## src/logic/wkt_regs.svh

```systemverilog
// Purpose: Constants of the wake-up timing and rate check block
// Assumes: 40 MHz clk, synchronous active-low reset
// Notes:   Field positions index the stored register words
`ifndef WKT_REGS_SVH
`define WKT_REGS_SVH
// ****************************************************
// Register layout and reset values
// ****************************************************
`define WKT_WUC_RESET   32'h7F8BE110
`define WKT_WUR_RESET   18'h107E8
`define WKT_WUE_BIT     31
`define WKT_PSEL_HI     21
`define WKT_PSEL_LO     20
`define WKT_WCNT_HI     19
`define WKT_WCNT_LO     13
`define WKT_WL1_X16     12
`define WKT_WL1N_HI     11
`define WKT_WL1N_LO     6
`define WKT_WL2_HI      5
`define WKT_WL2_LO      3
`define WKT_POL_HI      17
`define WKT_POL_LO      16
`define WKT_CHK_BIT     15
`define WKT_RATE_HI     14
`define WKT_RATE_LO     5
`define WKT_TOL_HI      4
`define WKT_TOL_LO      0
// ****************************************************
// Timing
// ****************************************************
`define WKT_CLK_NS      25
`define WKT_TICK_MS     1
`define WKT_MS_CYCLES   ((`WKT_TICK_MS * 1000000) / `WKT_CLK_NS)
`define WKT_SLOW_MS     10
`define WKT_UNIT_NS     1560
`define WKT_UNIT_CYCLES (`WKT_UNIT_NS / `WKT_CLK_NS)
`define WKT_PRE_MID     16
`define WKT_PRE_HI      256
`define WKT_MUL5        8
`define WKT_MUL6        16
`define WKT_MUL7        31
`endif

```

## src/logic/wkt_pkg.sv

```systemverilog
// Purpose: Types of the wake-up timing and rate check block
// Assumes: Nothing
// Notes:   One packed struct per module holds all its state
package wkt_pkg;
   typedef enum logic [2:0] {S_OFF, S_PERIOD, S_DELAY1, S_DELAY2, S_HEADER, S_MSG} wkt_state_t;
   typedef enum logic [1:0] {R_IDLE, R_FIRST, R_MEAS} wkt_rstate_t;
   typedef struct packed {
      wkt_state_t  state;
      logic [31:0] wake_control_register;
      logic [17:0] wake_rate_check_config;
      logic [14:0] cnt;
      logic        osc;
      logic        signal_strength_check;
      logic        test2;
      logic        rstart;
      logic        acc;
      logic        rej;
      logic        alert_act;
      logic        pin_out;
      logic        pin_oe;
   } wkt_main_t;
   typedef struct packed {
      wkt_rstate_t state;
      logic        last_rx;
      logic [10:0] meas;
      logic        done;
      logic        pass;
   } wkt_rate_t;
   typedef struct packed {
      logic [15:0] ms_cnt;
      logic [3:0]  dec_cnt;
      logic [5:0]  unit_cnt;
      logic        ms;
      logic        slow;
      logic        unit;
   } wkt_tick_t;
endpackage : wkt_pkg

```

## src/logic/wkt_tick_if.sv

```systemverilog
// Purpose: Tick enables shared between the block's modules
// Assumes: All ticks are one-cycle pulses on clk
// Notes:   gen drives, sink reads
`timescale 1ns/1ps
interface wkt_tick_if;
   logic ms_tick;
   logic slow_tick;
   logic unit_tick;
   modport gen (output ms_tick, output slow_tick, output unit_tick);
   modport sink (input ms_tick, input slow_tick, input unit_tick);
endinterface : wkt_tick_if

```

## src/logic/wkt_tick_gen.sv

```systemverilog
// Purpose: 1 ms, 10 ms and rate unit tick enables
// Assumes: MS_CYC below 65536
// Notes:   Stands in for the RC and reference dividers
`timescale 1ns/1ps
`include "wkt_regs.svh"
module wkt_tick_gen #(
   parameter int MS_CYC = `WKT_MS_CYCLES
) (
   input wire logic clk,
   input wire logic rstn,
   wkt_tick_if.gen  tk
);
   import wkt_pkg::*;
   wkt_tick_t st;
   wkt_tick_t next_st;

   always_comb begin
      next_st = st;
      next_st.ms = 1'b0;
      next_st.slow = 1'b0;
      next_st.unit = 1'b0;
      if (st.ms_cnt == 16'(MS_CYC - 1)) begin
         next_st.ms_cnt = '0;
         next_st.ms = 1'b1;
         if (st.dec_cnt == 4'(`WKT_SLOW_MS - 1)) begin
            next_st.dec_cnt = '0;
            next_st.slow = 1'b1;
         end else begin
            next_st.dec_cnt = st.dec_cnt + 4'h1;
         end
      end else begin
         next_st.ms_cnt = st.ms_cnt + 16'h1;
      end
      if (st.unit_cnt == 6'(`WKT_UNIT_CYCLES - 1)) begin
         next_st.unit_cnt = '0;
         next_st.unit = 1'b1;
      end else begin
         next_st.unit_cnt = st.unit_cnt + 6'h1;
      end
   end

   always_ff @(posedge clk) begin
      if (!rstn) begin
         st <= '0;
      end else begin
         st <= next_st;
      end
   end

   assign tk.ms_tick = st.ms;
   assign tk.slow_tick = st.slow;
   assign tk.unit_tick = st.unit;

   slow_on_ms_a: assert property (@(posedge clk) disable iff (!rstn)
      st.slow |-> st.ms && $past(st.dec_cnt) == 4'(`WKT_SLOW_MS - 1))
      else $error("slow tick off the ms grid");
   unit_step_a: assert property (@(posedge clk) disable iff (!rstn)
      st.unit |-> $past(st.unit_cnt) == 6'(`WKT_UNIT_CYCLES - 1) ##1 !st.unit [*8])
      else $error("unit tick spacing wrong");
endmodule : wkt_tick_gen

```

## src/logic/wkt_rate_chk.sv

```systemverilog
// Purpose: Header bit period measurement and tolerance check
// Assumes: Header alternates, so edge spacing is one bit
// Notes:   Saturated count ends the measurement as a failure
`timescale 1ns/1ps
`include "wkt_regs.svh"
module wkt_rate_chk (
   input  wire logic clk,
   input  wire logic rstn,
   wkt_tick_if.sink  tk,
   input  wire logic start,
   input  wire logic rx_data,
   input  wire logic [9:0] rate,
   input  wire logic [4:0] tol,
   input  wire logic chk_en,
   output logic      done,
   output logic      pass
);
   import wkt_pkg::*;
   wkt_rate_t   st;
   wkt_rate_t   next_st;
   logic [10:0] tgt;
   logic [10:0] diff;
   logic        edge_seen;

   always_comb begin
      next_st = st;
      next_st.done = 1'b0;
      next_st.last_rx = rx_data;
      edge_seen = rx_data ^ st.last_rx;
      tgt = {1'b0, rate} + 11'h1;
      diff = (st.meas >= tgt) ? st.meas - tgt : tgt - st.meas;
      unique case (st.state)
         R_IDLE: if (start) begin
            next_st.meas = '0;
            if (!chk_en) begin
               next_st.done = 1'b1;
               next_st.pass = 1'b1;
            end else begin
               next_st.state = R_FIRST;
            end
         end
         R_FIRST, R_MEAS: if (edge_seen && st.state == R_FIRST) begin
            next_st.state = R_MEAS;
            next_st.meas = '0;
         end else if (edge_seen) begin
            next_st.done = 1'b1;
            next_st.pass = (diff <= {6'h0, tol});
            next_st.state = R_IDLE;
         end else if (tk.unit_tick) begin
            if (st.meas == 11'h7FF) begin
               next_st.done = 1'b1;
               next_st.pass = 1'b0;
               next_st.state = R_IDLE;
            end else begin
               next_st.meas = st.meas + 11'h1;
            end
         end
         default: next_st.state = R_IDLE;
      endcase
   end

   always_ff @(posedge clk) begin
      if (!rstn) begin
         st <= '{state: R_IDLE, default: '0};
      end else begin
         st <= next_st;
      end
   end

   assign done = st.done;
   assign pass = st.pass;

   rate_window_a: assert property (@(posedge clk) disable iff (!rstn)
      st.done && $past(st.state) == R_MEAS && $past(st.meas) != 11'h7FF |->
      st.pass == ((int'($past(st.meas)) - int'($past(rate)) - 1 <= int'($past(tol)))
               && (int'($past(rate)) + 1 - int'($past(st.meas)) <= int'($past(tol)))))
      else $error("rate verdict wrong");
   no_check_a: assert property (@(posedge clk) disable iff (!rstn)
      st.state == R_IDLE && start && !chk_en |=> st.done && st.pass)
      else $error("unchecked header not passed");
endmodule : wkt_rate_chk

```

## src/logic/wkt_top.sv

```systemverilog
// Purpose: Wake-up period, test delays, rate check, alert pin
// Assumes: Register words written through wuc_wr and wur_wr
// Notes:   Framing and address matching sit outside
`timescale 1ns/1ps
`include "wkt_regs.svh"
module wkt_top #(
   parameter int MS_CYC = `WKT_MS_CYCLES
) (
   input  wire logic        clk,
   input  wire logic        rstn,
   input  wire logic        wuc_wr,
   input  wire logic        wur_wr,
   input  wire logic [31:0] cfg_wdata,
   input  wire logic        rx_data,
   input  wire logic        strength_ok,
   input  wire logic        msg_valid,
   input  wire logic        msg_fail,
   input  wire logic        alert_ack,
   output logic             osc_run,
   output logic             strength_check,
   output logic             header_check,
   output logic             header_accept,
   output logic             header_reject,
   output logic             alert_pin_out,
   output logic             alert_pin_oe,
   output logic [31:0]      wuc_rdata,
   output logic [17:0]      wur_rdata,
   output wkt_pkg::wkt_state_t wake_state
);
   import wkt_pkg::*;

   // ****************************************************
   // State and derived counts
   // ****************************************************
   wkt_main_t   st;
   wkt_main_t   next_st;
   logic [8:0]  wake_period_field;
   logic [6:0]  wl1;
   logic [2:0]  wl2;
   logic [14:0] per_tgt;
   logic [10:0] wl1_ticks;
   logic [4:0]  mul;
   logic [14:0] wl2_tgt;
   logic        alert_set;
   logic        rate_done;
   logic        rate_pass;

   localparam wkt_main_t RST = '{
      state:  S_OFF,
      wake_control_register:    `WKT_WUC_RESET,
      wake_rate_check_config:    `WKT_WUR_RESET,
      pin_oe: 1'b1,
      default: '0
   };

   wkt_tick_if tk ();

   wkt_tick_gen #(
      .MS_CYC (MS_CYC)
   ) u_tick (
      .clk  (clk),
      .rstn (rstn),
      .tk   (tk.gen)
   );

   wkt_rate_chk u_rate (
      .clk     (clk),
      .rstn    (rstn),
      .tk      (tk.sink),
      .start   (st.rstart),
      .rx_data (rx_data),
      .rate    (st.wake_rate_check_config[`WKT_RATE_HI:`WKT_RATE_LO]),
      .tol     (st.wake_rate_check_config[`WKT_TOL_HI:`WKT_TOL_LO]),
      .chk_en  (st.wake_rate_check_config[`WKT_CHK_BIT]),
      .done    (rate_done),
      .pass    (rate_pass)
   );

   always_comb begin
      wake_period_field = st.wake_control_register[`WKT_PSEL_HI:`WKT_WCNT_LO];
      wl1 = st.wake_control_register[`WKT_WL1_X16:`WKT_WL1N_LO];
      wl2 = st.wake_control_register[`WKT_WL2_HI:`WKT_WL2_LO];
      unique case (wake_period_field[8:7])
         2'b00: per_tgt = 15'(wake_period_field[6:0]) + 15'h1;
         2'b11: per_tgt = 15'(`WKT_PRE_HI) * 15'(wake_period_field[6:0]) + 15'h1;
         default: per_tgt = 15'(`WKT_PRE_MID) * 15'(wake_period_field[6:0]) + 15'h1;
      endcase
      wl1_ticks = (wl1[6] ? 11'(`WKT_PRE_MID) : 11'h1)
                * (11'(wl1[5:0]) + 11'h1);
      unique case (wl2)
         3'h5: mul = 5'(`WKT_MUL5);
         3'h6: mul = 5'(`WKT_MUL6);
         3'h7: mul = 5'(`WKT_MUL7);
         default: mul = 5'(wl2);
      endcase
      wl2_tgt = 15'(mul) * 15'(wl1_ticks);
   end

   // ****************************************************
   // Wake-up sequence
   // ****************************************************
   always_comb begin
      next_st = st;
      next_st.signal_strength_check = 1'b0;
      next_st.test2 = 1'b0;
      next_st.rstart = 1'b0;
      next_st.acc = 1'b0;
      next_st.rej = 1'b0;
      alert_set = 1'b0;
      unique case (st.state)
         S_OFF: begin
            next_st.osc = 1'b0;
            if (st.wake_control_register[`WKT_WUE_BIT]) begin
               next_st.state = S_PERIOD;
            end
         end
         S_PERIOD: if (tk.slow_tick) begin
            if (st.cnt + 15'h1 == per_tgt) begin
               next_st.osc = 1'b1;
               next_st.state = S_DELAY1;
            end else begin
               next_st.cnt = st.cnt + 15'h1;
            end
         end
         S_DELAY1: if (tk.ms_tick) begin
            if (st.cnt + 15'h1 == 15'(wl1_ticks)) begin
               next_st.signal_strength_check = 1'b1;
               if (!strength_ok) begin
                  next_st.osc = 1'b0;
                  next_st.state = S_PERIOD;
               end else if (wl2 == 3'h0) begin
                  next_st.test2 = 1'b1;
                  next_st.rstart = 1'b1;
                  next_st.state = S_HEADER;
               end else begin
                  next_st.state = S_DELAY2;
               end
            end else begin
               next_st.cnt = st.cnt + 15'h1;
            end
         end
         S_DELAY2: if (tk.ms_tick) begin
            if (st.cnt + 15'h1 == wl2_tgt) begin
               next_st.test2 = 1'b1;
               next_st.rstart = 1'b1;
               next_st.state = S_HEADER;
            end else begin
               next_st.cnt = st.cnt + 15'h1;
            end
         end
         S_HEADER: if (rate_done) begin
            if (rate_pass) begin
               next_st.acc = 1'b1;
               next_st.state = S_MSG;
            end else begin
               next_st.rej = 1'b1;
               next_st.osc = 1'b0;
               next_st.state = S_PERIOD;
            end
         end
         S_MSG: if (msg_valid) begin
            alert_set = 1'b1;
            next_st.wake_control_register[`WKT_WUE_BIT] = 1'b0;
            next_st.osc = 1'b0;
            next_st.state = S_OFF;
         end else if (msg_fail) begin
            next_st.osc = 1'b0;
            next_st.state = S_PERIOD;
         end
         default: next_st.state = S_OFF;
      endcase
      if (st.state != S_OFF && !st.wake_control_register[`WKT_WUE_BIT]) begin
         next_st.osc = 1'b0;
         next_st.state = S_OFF;
      end
      if (next_st.state != st.state) begin
         next_st.cnt = '0;
      end
      if (wuc_wr) begin
         next_st.wake_control_register = cfg_wdata;
      end
      if (wur_wr) begin
         next_st.wake_rate_check_config = cfg_wdata[17:0];
      end
      next_st.alert_act = (st.alert_act & ~alert_ack) | alert_set;
      if (next_st.wake_rate_check_config[`WKT_POL_HI]) begin
         next_st.pin_oe = next_st.alert_act;
         next_st.pin_out = 1'b0;
      end else begin
         next_st.pin_oe = 1'b1;
         next_st.pin_out = (next_st.alert_act == next_st.wake_rate_check_config[`WKT_POL_LO]);
      end
   end

   always_ff @(posedge clk) begin
      if (!rstn) begin
         st <= RST;
      end else begin
         st <= next_st;
      end
   end

   assign osc_run = st.osc;
   assign strength_check = st.signal_strength_check;
   assign header_check = st.test2;
   assign header_accept = st.acc;
   assign header_reject = st.rej;
   assign alert_pin_out = st.pin_out;
   assign alert_pin_oe = st.pin_oe;
   assign wuc_rdata = st.wake_control_register;
   assign wur_rdata = st.wake_rate_check_config;
   assign wake_state = st.state;

   // ****************************************************
   // Checks
   // ****************************************************
   period_x1_a: assert property (@(posedge clk) disable iff (!rstn)
      $rose(st.osc) && $past(st.wake_control_register[`WKT_PSEL_HI:`WKT_PSEL_LO]) == 2'b00 |->
      $past(st.cnt) == 15'($past(st.wake_control_register[`WKT_WCNT_HI:`WKT_WCNT_LO])))
      else $error("x1 period length wrong");
   period_x16_a: assert property (@(posedge clk) disable iff (!rstn)
      $rose(st.osc) && ^$past(st.wake_control_register[`WKT_PSEL_HI:`WKT_PSEL_LO]) |->
      $past(st.cnt) == 15'h10 * 15'($past(st.wake_control_register[`WKT_WCNT_HI:`WKT_WCNT_LO])))
      else $error("x16 period length wrong");
   period_x256_a: assert property (@(posedge clk) disable iff (!rstn)
      $rose(st.osc) && $past(st.wake_control_register[`WKT_PSEL_HI:`WKT_PSEL_LO]) == 2'b11 |->
      $past(st.cnt) == 15'h100 * 15'($past(st.wake_control_register[`WKT_WCNT_HI:`WKT_WCNT_LO])))
      else $error("x256 period length wrong");
   first_delay_a: assert property (@(posedge clk) disable iff (!rstn)
      st.signal_strength_check |-> $past(tk.ms_tick) && $past(st.cnt) + 15'h1 ==
      ($past(st.wake_control_register[`WKT_WL1_X16]) ? 15'h10 : 15'h1)
      * (15'($past(st.wake_control_register[`WKT_WL1N_HI:`WKT_WL1N_LO])) + 15'h1))
      else $error("first test delay wrong");
   second_delay_a: assert property (@(posedge clk) disable iff (!rstn)
      st.test2 && $past(st.state) == S_DELAY2 |-> $past(st.cnt) + 15'h1 ==
      15'($past(wl1_ticks)) * ($past(wl2) == 3'h7 ? 15'h1F : $past(wl2) == 3'h6 ? 15'h10 :
      $past(wl2) == 3'h5 ? 15'h8 : 15'($past(wl2))))
      else $error("second test delay wrong");
   same_moment_a: assert property (@(posedge clk) disable iff (!rstn)
      st.signal_strength_check && $past(wl2) == 3'h0 && $past(strength_ok) |-> st.test2 ##1 st.state == S_HEADER)
      else $error("tests not simultaneous");
   osc_first_a: assert property (@(posedge clk) disable iff (!rstn)
      st.signal_strength_check |-> $past(st.osc) && $past(st.state) == S_DELAY1)
      else $error("first test without oscillator");
   pin_drive_a: assert property (@(posedge clk) disable iff (!rstn)
      st.wake_rate_check_config[`WKT_POL_HI] ? (st.pin_oe == st.alert_act && !st.pin_out)
      : (st.pin_oe && st.pin_out == (st.alert_act == st.wake_rate_check_config[`WKT_POL_LO])))
      else $error("alert pin drive wrong");
endmodule : wkt_top

```

## config.mk

```make
export PLATFORM = sky130hd
export DESIGN_NAME = wkt_top
export DESIGN_NICKNAME = d
export VERILOG_FILES = /design/src/logic/wkt_pkg.sv /design/src/logic/wkt_tick_if.sv /design/src/logic/wkt_tick_gen.sv /design/src/logic/wkt_rate_chk.sv /design/src/logic/wkt_top.sv
export VERILOG_INCLUDE_DIRS = /design/src /design/src/logic
export SDC_FILE = /design/constraint.sdc
export NUM_CORES = 1
export LEC_CHECK = 0
export BUFFER_PORTS_ARGS = -buffer_cell sky130_fd_sc_hd__buf_4
export CELL_PAD_IN_SITES_DETAIL_PLACEMENT = 1
export CELL_PAD_IN_SITES_GLOBAL_PLACEMENT = 1
export CORE_MARGIN = 2
export CORE_UTILIZATION = 25
export DETAILED_ROUTE_END_ITERATION = 8
export PLACE_DENSITY_LB_ADDON = 0.08
export REMOVE_ABC_BUFFERS = 1
export SETUP_SLACK_MARGIN = 0.1
export SKIP_LAST_GASP = 1
export SYNTH_ARGS = -nofsm -noshare
export SYNTH_HDL_FRONTEND = slang
export SYNTH_SLANG_ARGS = --single-unit
```

## constraint.sdc

```tcl
create_clock -name clk -period 14.6 [get_ports clk]
set_clock_uncertainty 0.15 [all_clocks]
set_input_delay 0.73 -clock clk [delete_from_list [all_inputs] [get_ports clk]]
set_output_delay 0.73 -clock clk [all_outputs]
set_load 0.05 [all_outputs]
```

* Yosys cells after proc, flatten, opt, wreduce, memory -nomap -nowiden *
Index checks and enable logic that the tools add are counted.
Widths: inputs -> output; s select.

storage, ports and cells
  register bits = 122
  output and inout bits = 60
  input port bits = 41
  word-level logic and storage cells = 187

operators by class
  multipliers = 2
  $add $sub $neg = 12
  reduce and logical (&&, ||, !) cells = 29
  mux-type cells = 68
  bitwise operators = 5
  eq/ne operators = 43
  magnitude comparators = 2

operators with widths
  cell                   number
  $mux 15                4
  $pmux 15 s3            1
  $mux 11                4
  $mux 3                 14
  $mux 32                1
  $add 15x1->15 const B  2
  $eq 15x15->1           2
  $mux 2                 15
  $pmux 15 s2            1
  $mux 13                2
  $pmux 13 s2            1
  $ne 2x2->1 const B     11
  $sub 11x11->11         2
  $mux 19                1
  $mux 18                1
  $pmux 3 s6             1
  $add 16x1->16 const B  1
  $eq 16x16->1 const B   1
  $mux 16                1
  $eq 15x11->1           1
  $eq 3x3->1 const B     5
  $mul 5x11->15          1
  $pmux 5 s3             1
  $mux 1                 14
  48 further kinds       73

* Depth between registers and ports, before layout *
  depth after elaboration = 10
  depth in mapped cells = 25

* Hierarchy *
From an unflattened synthesis, not the netlist that was laid out.

unflattened totals
  cell total of the unflattened synthesis = 1224
  area total of the unflattened synthesis = 10214.8 µm²

modules (own cells, without submodules)
  module        area each (µm²)  times used  cells each
  wkt_top       6796.5           1           813
  wkt_rate_chk  2177.1           1           280
  wkt_tick_gen  1241.2           1           131

* Worst setup path after synthesis *
Ideal clock, no wire load.

  kind = flip-flop to flip-flop
  from = register st (netlist bit wuc_rdata[6])
  to = register st[11] in the netlist's numbering
  data required time = 14333 ps
  cell stages (with the launch flop) = 24
  setup time = 117 ps
  slack = 8453 ps
  arrival time = 5880 ps
  cells stage by stage = dfxtp_1 buf_2 nand2_1 or3_1 nand3_1 o21a_1 ha_1 clkbuf_1 nand2_1 fa_1 fa_1 fa_1 inv_1 ha_1 a2111oi_0 nand2_1 a31oi_1 xnor2_1 or4_1 nor4_1 a21bo_2 a221o_1 buf_2 nor2_1

on the way
  cells in the longest elaborated chain, start to end = 10
  elaborated cells on any way between the ends = 16
  those cells by class = 1 x add/sub; 2 x mul; 5 x eq/ne; 6 x mux; 2 x reduce/logical

ends and longest elaborated chain
  item                              line            source
  from (decl)                       wkt_top.sv:35   wkt_main_t st;
  from (signal assigned)            wkt_top.sv:199  st <= next_st;
  $add 6x1->7 (*)                   wkt_top.sv:89   * (11'(wl1[5:0]) + 11'h1);
  $mul 5x7->11 (*)                  wkt_top.sv:88   wl1_ticks = (wl1[6] ? 11'(`WKT_PRE_MID) : 11'h1)
  $mul 5x11->15                     wkt_top.sv:96   wl2_tgt = 15'(mul) * 15'(wl1_ticks);
  $eq 15x15->1                      wkt_top.sv:143  if (st.cnt + 15'h1 == wl2_tgt) begin
  $mux 3                            wkt_top.sv:143
  $mux 3                            wkt_top.sv:142  S_DELAY2: if (tk.ms_tick) begin
  $pmux 3 s6                        wkt_top.sv:110  unique case (st.state)
  $mux 3                            wkt_top.sv:172  if (st.state != S_OFF && !st.wake_control_register[`WKT_WUE_BIT]) begin
  $ne 3x3->1                        wkt_top.sv:176  if (next_st.state != st.state) begin
  $reduce_or 2->1 (no source line)  n/a

Every way passes the cells marked *; elsewhere a longest branch is shown, timed or not.
A chain may end at the register's enable or synchronous reset.

* Worst setup path in the final report *
  from = register st (netlist bit wuc_rdata[12])
  to = register st[12] in the netlist's numbering

on the way
  cells in the longest elaborated chain, start to end = 10
  elaborated cells on any way between the ends = 16
  those cells by class = 2 x mul; 5 x eq/ne; 7 x mux; 2 x reduce/logical

ends and longest elaborated chain
  item                              line
  $mux 5 (*)                        wkt_top.sv:88
  $mul 5x7->11 (*)                  wkt_top.sv:88
  $mul 5x11->15                     wkt_top.sv:96
  $eq 15x15->1                      wkt_top.sv:143
  $mux 3                            wkt_top.sv:143
  $mux 3                            wkt_top.sv:142
  $pmux 3 s6                        wkt_top.sv:110
  $mux 3                            wkt_top.sv:172
  $ne 3x3->1                        wkt_top.sv:176
  $reduce_or 2->1 (no source line)  n/a

Marks and branches as above.

==> flow_summary_export.csv <==
group,metric,value,unit
status,outcome,"completed",
global_routing,grt_pass1_vias,8954,
logic_synthesis,yosysSeqAreaShare,24.5,%
die,dieWidth,203,um
cts,cts_resized,0,
cts,clk_pin_slew_worst_paths,0.06,ns
setup_path,path_class,"register to register",
cts,cts_tree,"built",
timing,worstMarginPinSlew,0.887,ns
cts,cts_post_setup_buffers_inserted,0,
final_layout,drive_gt1_share,12.9,%
cts,worstSkewPairLatency,0.44,ns
timing,hold_viol,0,
global_routing,grt_max_degree,40,
timing,finalCriticalPeriod,7.21,ns
timing,tns,0,ns
drt,dr.first_iter.drc_count,289,
final_layout,antennaDiodeCount,0,
die,die_y,203,um
timing,drv_slew,0,
cts,htree_levels,4,
placement,post-place-cells,1743,
pwr,leakagePower,0.00464,uW
run,cap_viol_max_count,0,
logic_synthesis,synth.top_cells.by_area,"dfxtp_1 (24%), ha_1 (8.2%), xnor2_1 (7.1%), mux2i_1 (6.0%), fa_1 (5.9%)",
die,rows,72,
die,die_area,41200,um2
cts,clock-sinks,121,
global_routing,met1_usage,22.1,%
logic_synthesis,syn_area_per_cell,8.10,um2
final_layout,nets,1379,
global_routing,busiest_layer,"met2",
placement,dp_hpwl,25900,um
logic_synthesis,synth.top_cell.area_share,24.5,%
setup_path,crit_chain,"clkinv_1 > mux2i_1 > nand2_1 > o21ai_0 > fa_1 > nand2_1 > fa_1 > fa_1 > fa_1 > inv_1 > ha_1 > a2111oi_0 > nand2_1 > a31oi_1 > xnor2_1 > or4_1 > nor4_1 > a21bo_2 > a221o_1 > nor2_1",
die,coreArea,38900,um2
timing,slew-limit-headroom,40.5,%
global_routing,antenna_found_initial,0,
final_layout,instances_no_fill,1775,
cts,ctsHoldBuffers,0,
die,num_io_pins,101,
logic_synthesis,yosys_most_used_dff,"dfxtp_1",
global_routing,grt_usage,16.5,%
cts,clock-root-buffer,"clkbuf_16",
timing,max_freq,139,MHz
global_routing,met3_usage,3.79,%
final_layout,area_growth_syn_to_layout,14.5,%
drt,drt-pass1-iter-count,4,
global_routing,overflow,0,
logic_synthesis,synth_top_cell_by_area,"dfxtp_1",
setup_path,worstPathArrival,7.37,ns
logic_synthesis,netlist_area,9900,um2
setup_path,critPathRequiredTime,14.76,ns
setup_path,endpoint_kind,"register",
drt,ant_nets,0,
setup_path,slowest_stage,"dfxtp_1",
logic_synthesis,ys_ff_latch,121,
drt,wire_per_inst,18.5,um
global_routing,grt_pass1_wl,52400,um
pwr,p_per_area,94.5,nW/um2
timing,finalSetupViolations,0,
cts,cts_buffers,17,
timing,rsz0062_at_grt,"false",
logic_synthesis,async_flop_share,0,%
drt,viasPerCell,4.69,
setup_path,crit_fanout,16,
timing,fin_crit_sh,49.4,%
setup_path,start_kind,"register",
drt,drc_errors,0,
placement,place_congestion,0.804,
logic_synthesis,synth_edf_count,0,
logic_synthesis,yosysUniqueCellTypes,82,
placement,port_buffers,100,
drt,vias,8319,
die,initial_core_util,25.5,%
logic_synthesis,synth_cells,1223,
logic_synthesis,yosysWarnings,0,
setup_path,slowest_delay,0.64,ns
drt,totalWireLength,32900,um
global_routing,grt_use_met2,26.9,%
worst_hold_path,hp-class,"register to register",
cts,clockBufferDepth,2,
setup_path,cpMostUsedCell,"fa_1",
pwr,peakVddDrop,78.6,uV
==> final timing paths <==
path            startpoint             to  slack [ns]  cells after the start
max          wuc_rdata[12]         st[12]        7.39                     20
min          u_tick.st[13]  u_tick.st[13]        0.33                      1
max reg2reg  wuc_rdata[12]         st[12]        7.39                     20
min reg2reg  u_tick.st[13]  u_tick.st[13]        0.33                      1
==> routing by layer <==
metal / vias to the layer above / share of wire (%)
li1: 4149 / -
met1: 4022 / 49
met2: 125 / 46
met3: 23 / 4.1
met4: 0 / 1.3
met5: - / 0
==> cells in the final DEF, fill, tap and decap left out, drive strengths merged, types with 12 or more instances in the layout <==
cell type,netlist,routed
nor2b,16,16
clkbuf,35,19
fa,29,29
xnor2,81,81
a21oi,47,47
nand4,22,22
inv,80,81
dfxtp,121,121
nor2,124,124
and2,19,19
nand2,134,134
ha,65,65
mux2i,59,59
nand3,43,43
xor2,42,42
buf,67,101
nor4,13,13
and3,12,12
nor3,28,28
o21ai,40,40
==> per-stage QoR <==
| stage | utilization, % | hold slack, ns | setup WS [ns] | total power, uW | instance area, um2 |
|---|---|---|---|---|---|
| 6_report | 29.1 | 0.325 | 7.39 | 1070 | 11300 |
| 5_1_grt | 29.1 | 0.356 | 6.73 | 1130 | 11300 |
| 4_1_cts | 29.1 | 0.325 | 7.32 | 1090 | 11300 |
| 3_5_place_dp | 27.5 | 0.310 | 7.34 | 625 | 10700 |
| 3_3_place_gp | 27.5 | 0.298 | 7.53 | 625 | 10700 |
| 2_1_floorplan | - | 0.273 | 7.87 | 540 | 9310 |
==> cells by family after synthesis <==
| kind of cell | synth area share [%] |
|---|---|
| buffers and inverters | 9.20 |
| AOI/OAI and AO/OA | 11.3 |
| adders and majority gates | 14.1 |
| and+or+nand+nor | 23.4 |
| muxes | 6.19 |
| other | 0.0379 |
| xor gates and xnor gates | 11.4 |
| DFF | 24.5 |
==> power by group <==
part / switching [uW] / total, uW / leakage (uW) / internal, uW
registers: 17.6 / 358 / 0.000988 / 341
logic: 156 / 257 / 0.00335 / 101
clock network: 178 / 456 / 0.000301 / 279
total: 351 / 1070 / 0.00464 / 720
==> final cells by class <==
class / instances / area [um2]
clock buffer: 19 / 453
clock inverter: 13 / 170
fill: 4646 / 27600
inverter: 81 / 304
multi-input combinational: 922 / 6580
sequential: 121 / 2420
tap: 518 / 648
timing repair buffer: 101 / 758
==> cell usage after synthesis (all sizes together), types with 13 or more instances <==
master / count
a21oi: 47
nor2b: 16
nor4: 13
xnor2: 81
o21ai: 40
nand4: 22
inv: 80
nor3: 28
nor2: 124
ha: 65
buf: 67
nand3: 43
clkbuf: 35
fa: 29
dfxtp: 121
xor2: 42
nand2: 134
mux2i: 59
and2: 19
==> flip-flops by register name, indices dropped and copies added, names as in the netlist <==
register,cells
alert_pin_oe,1
alert_pin_out,1
header_accept,1
header_check,1
header_reject,1
osc_run,1
st,16
strength_check,1
u_rate.done,1
u_rate.pass,1
u_rate.st,14
u_tick.st,26
u_tick.tk.ms_tick,1
u_tick.tk.slow_tick,1
u_tick.tk.unit_tick,1
wake_state,3
wuc_rdata,32
wur_rdata,18
==> worst max-delay path, delay by kind of cell (launching register included) <==
family | cells | cell delay [ns]
adder cells (fa/ha/maj) | 5 | 2.48
AO/OA/AOI/OAI | 5 | 1.65
AND/OR/NAND/NOR | 6 | 1.45
flip-flops | 1 | 0.64
buffers and inverters | 2 | 0.41
multiplexers | 1 | 0.19
XOR/XNOR | 1 | 0.10
(Power assumes the default switching activity.)
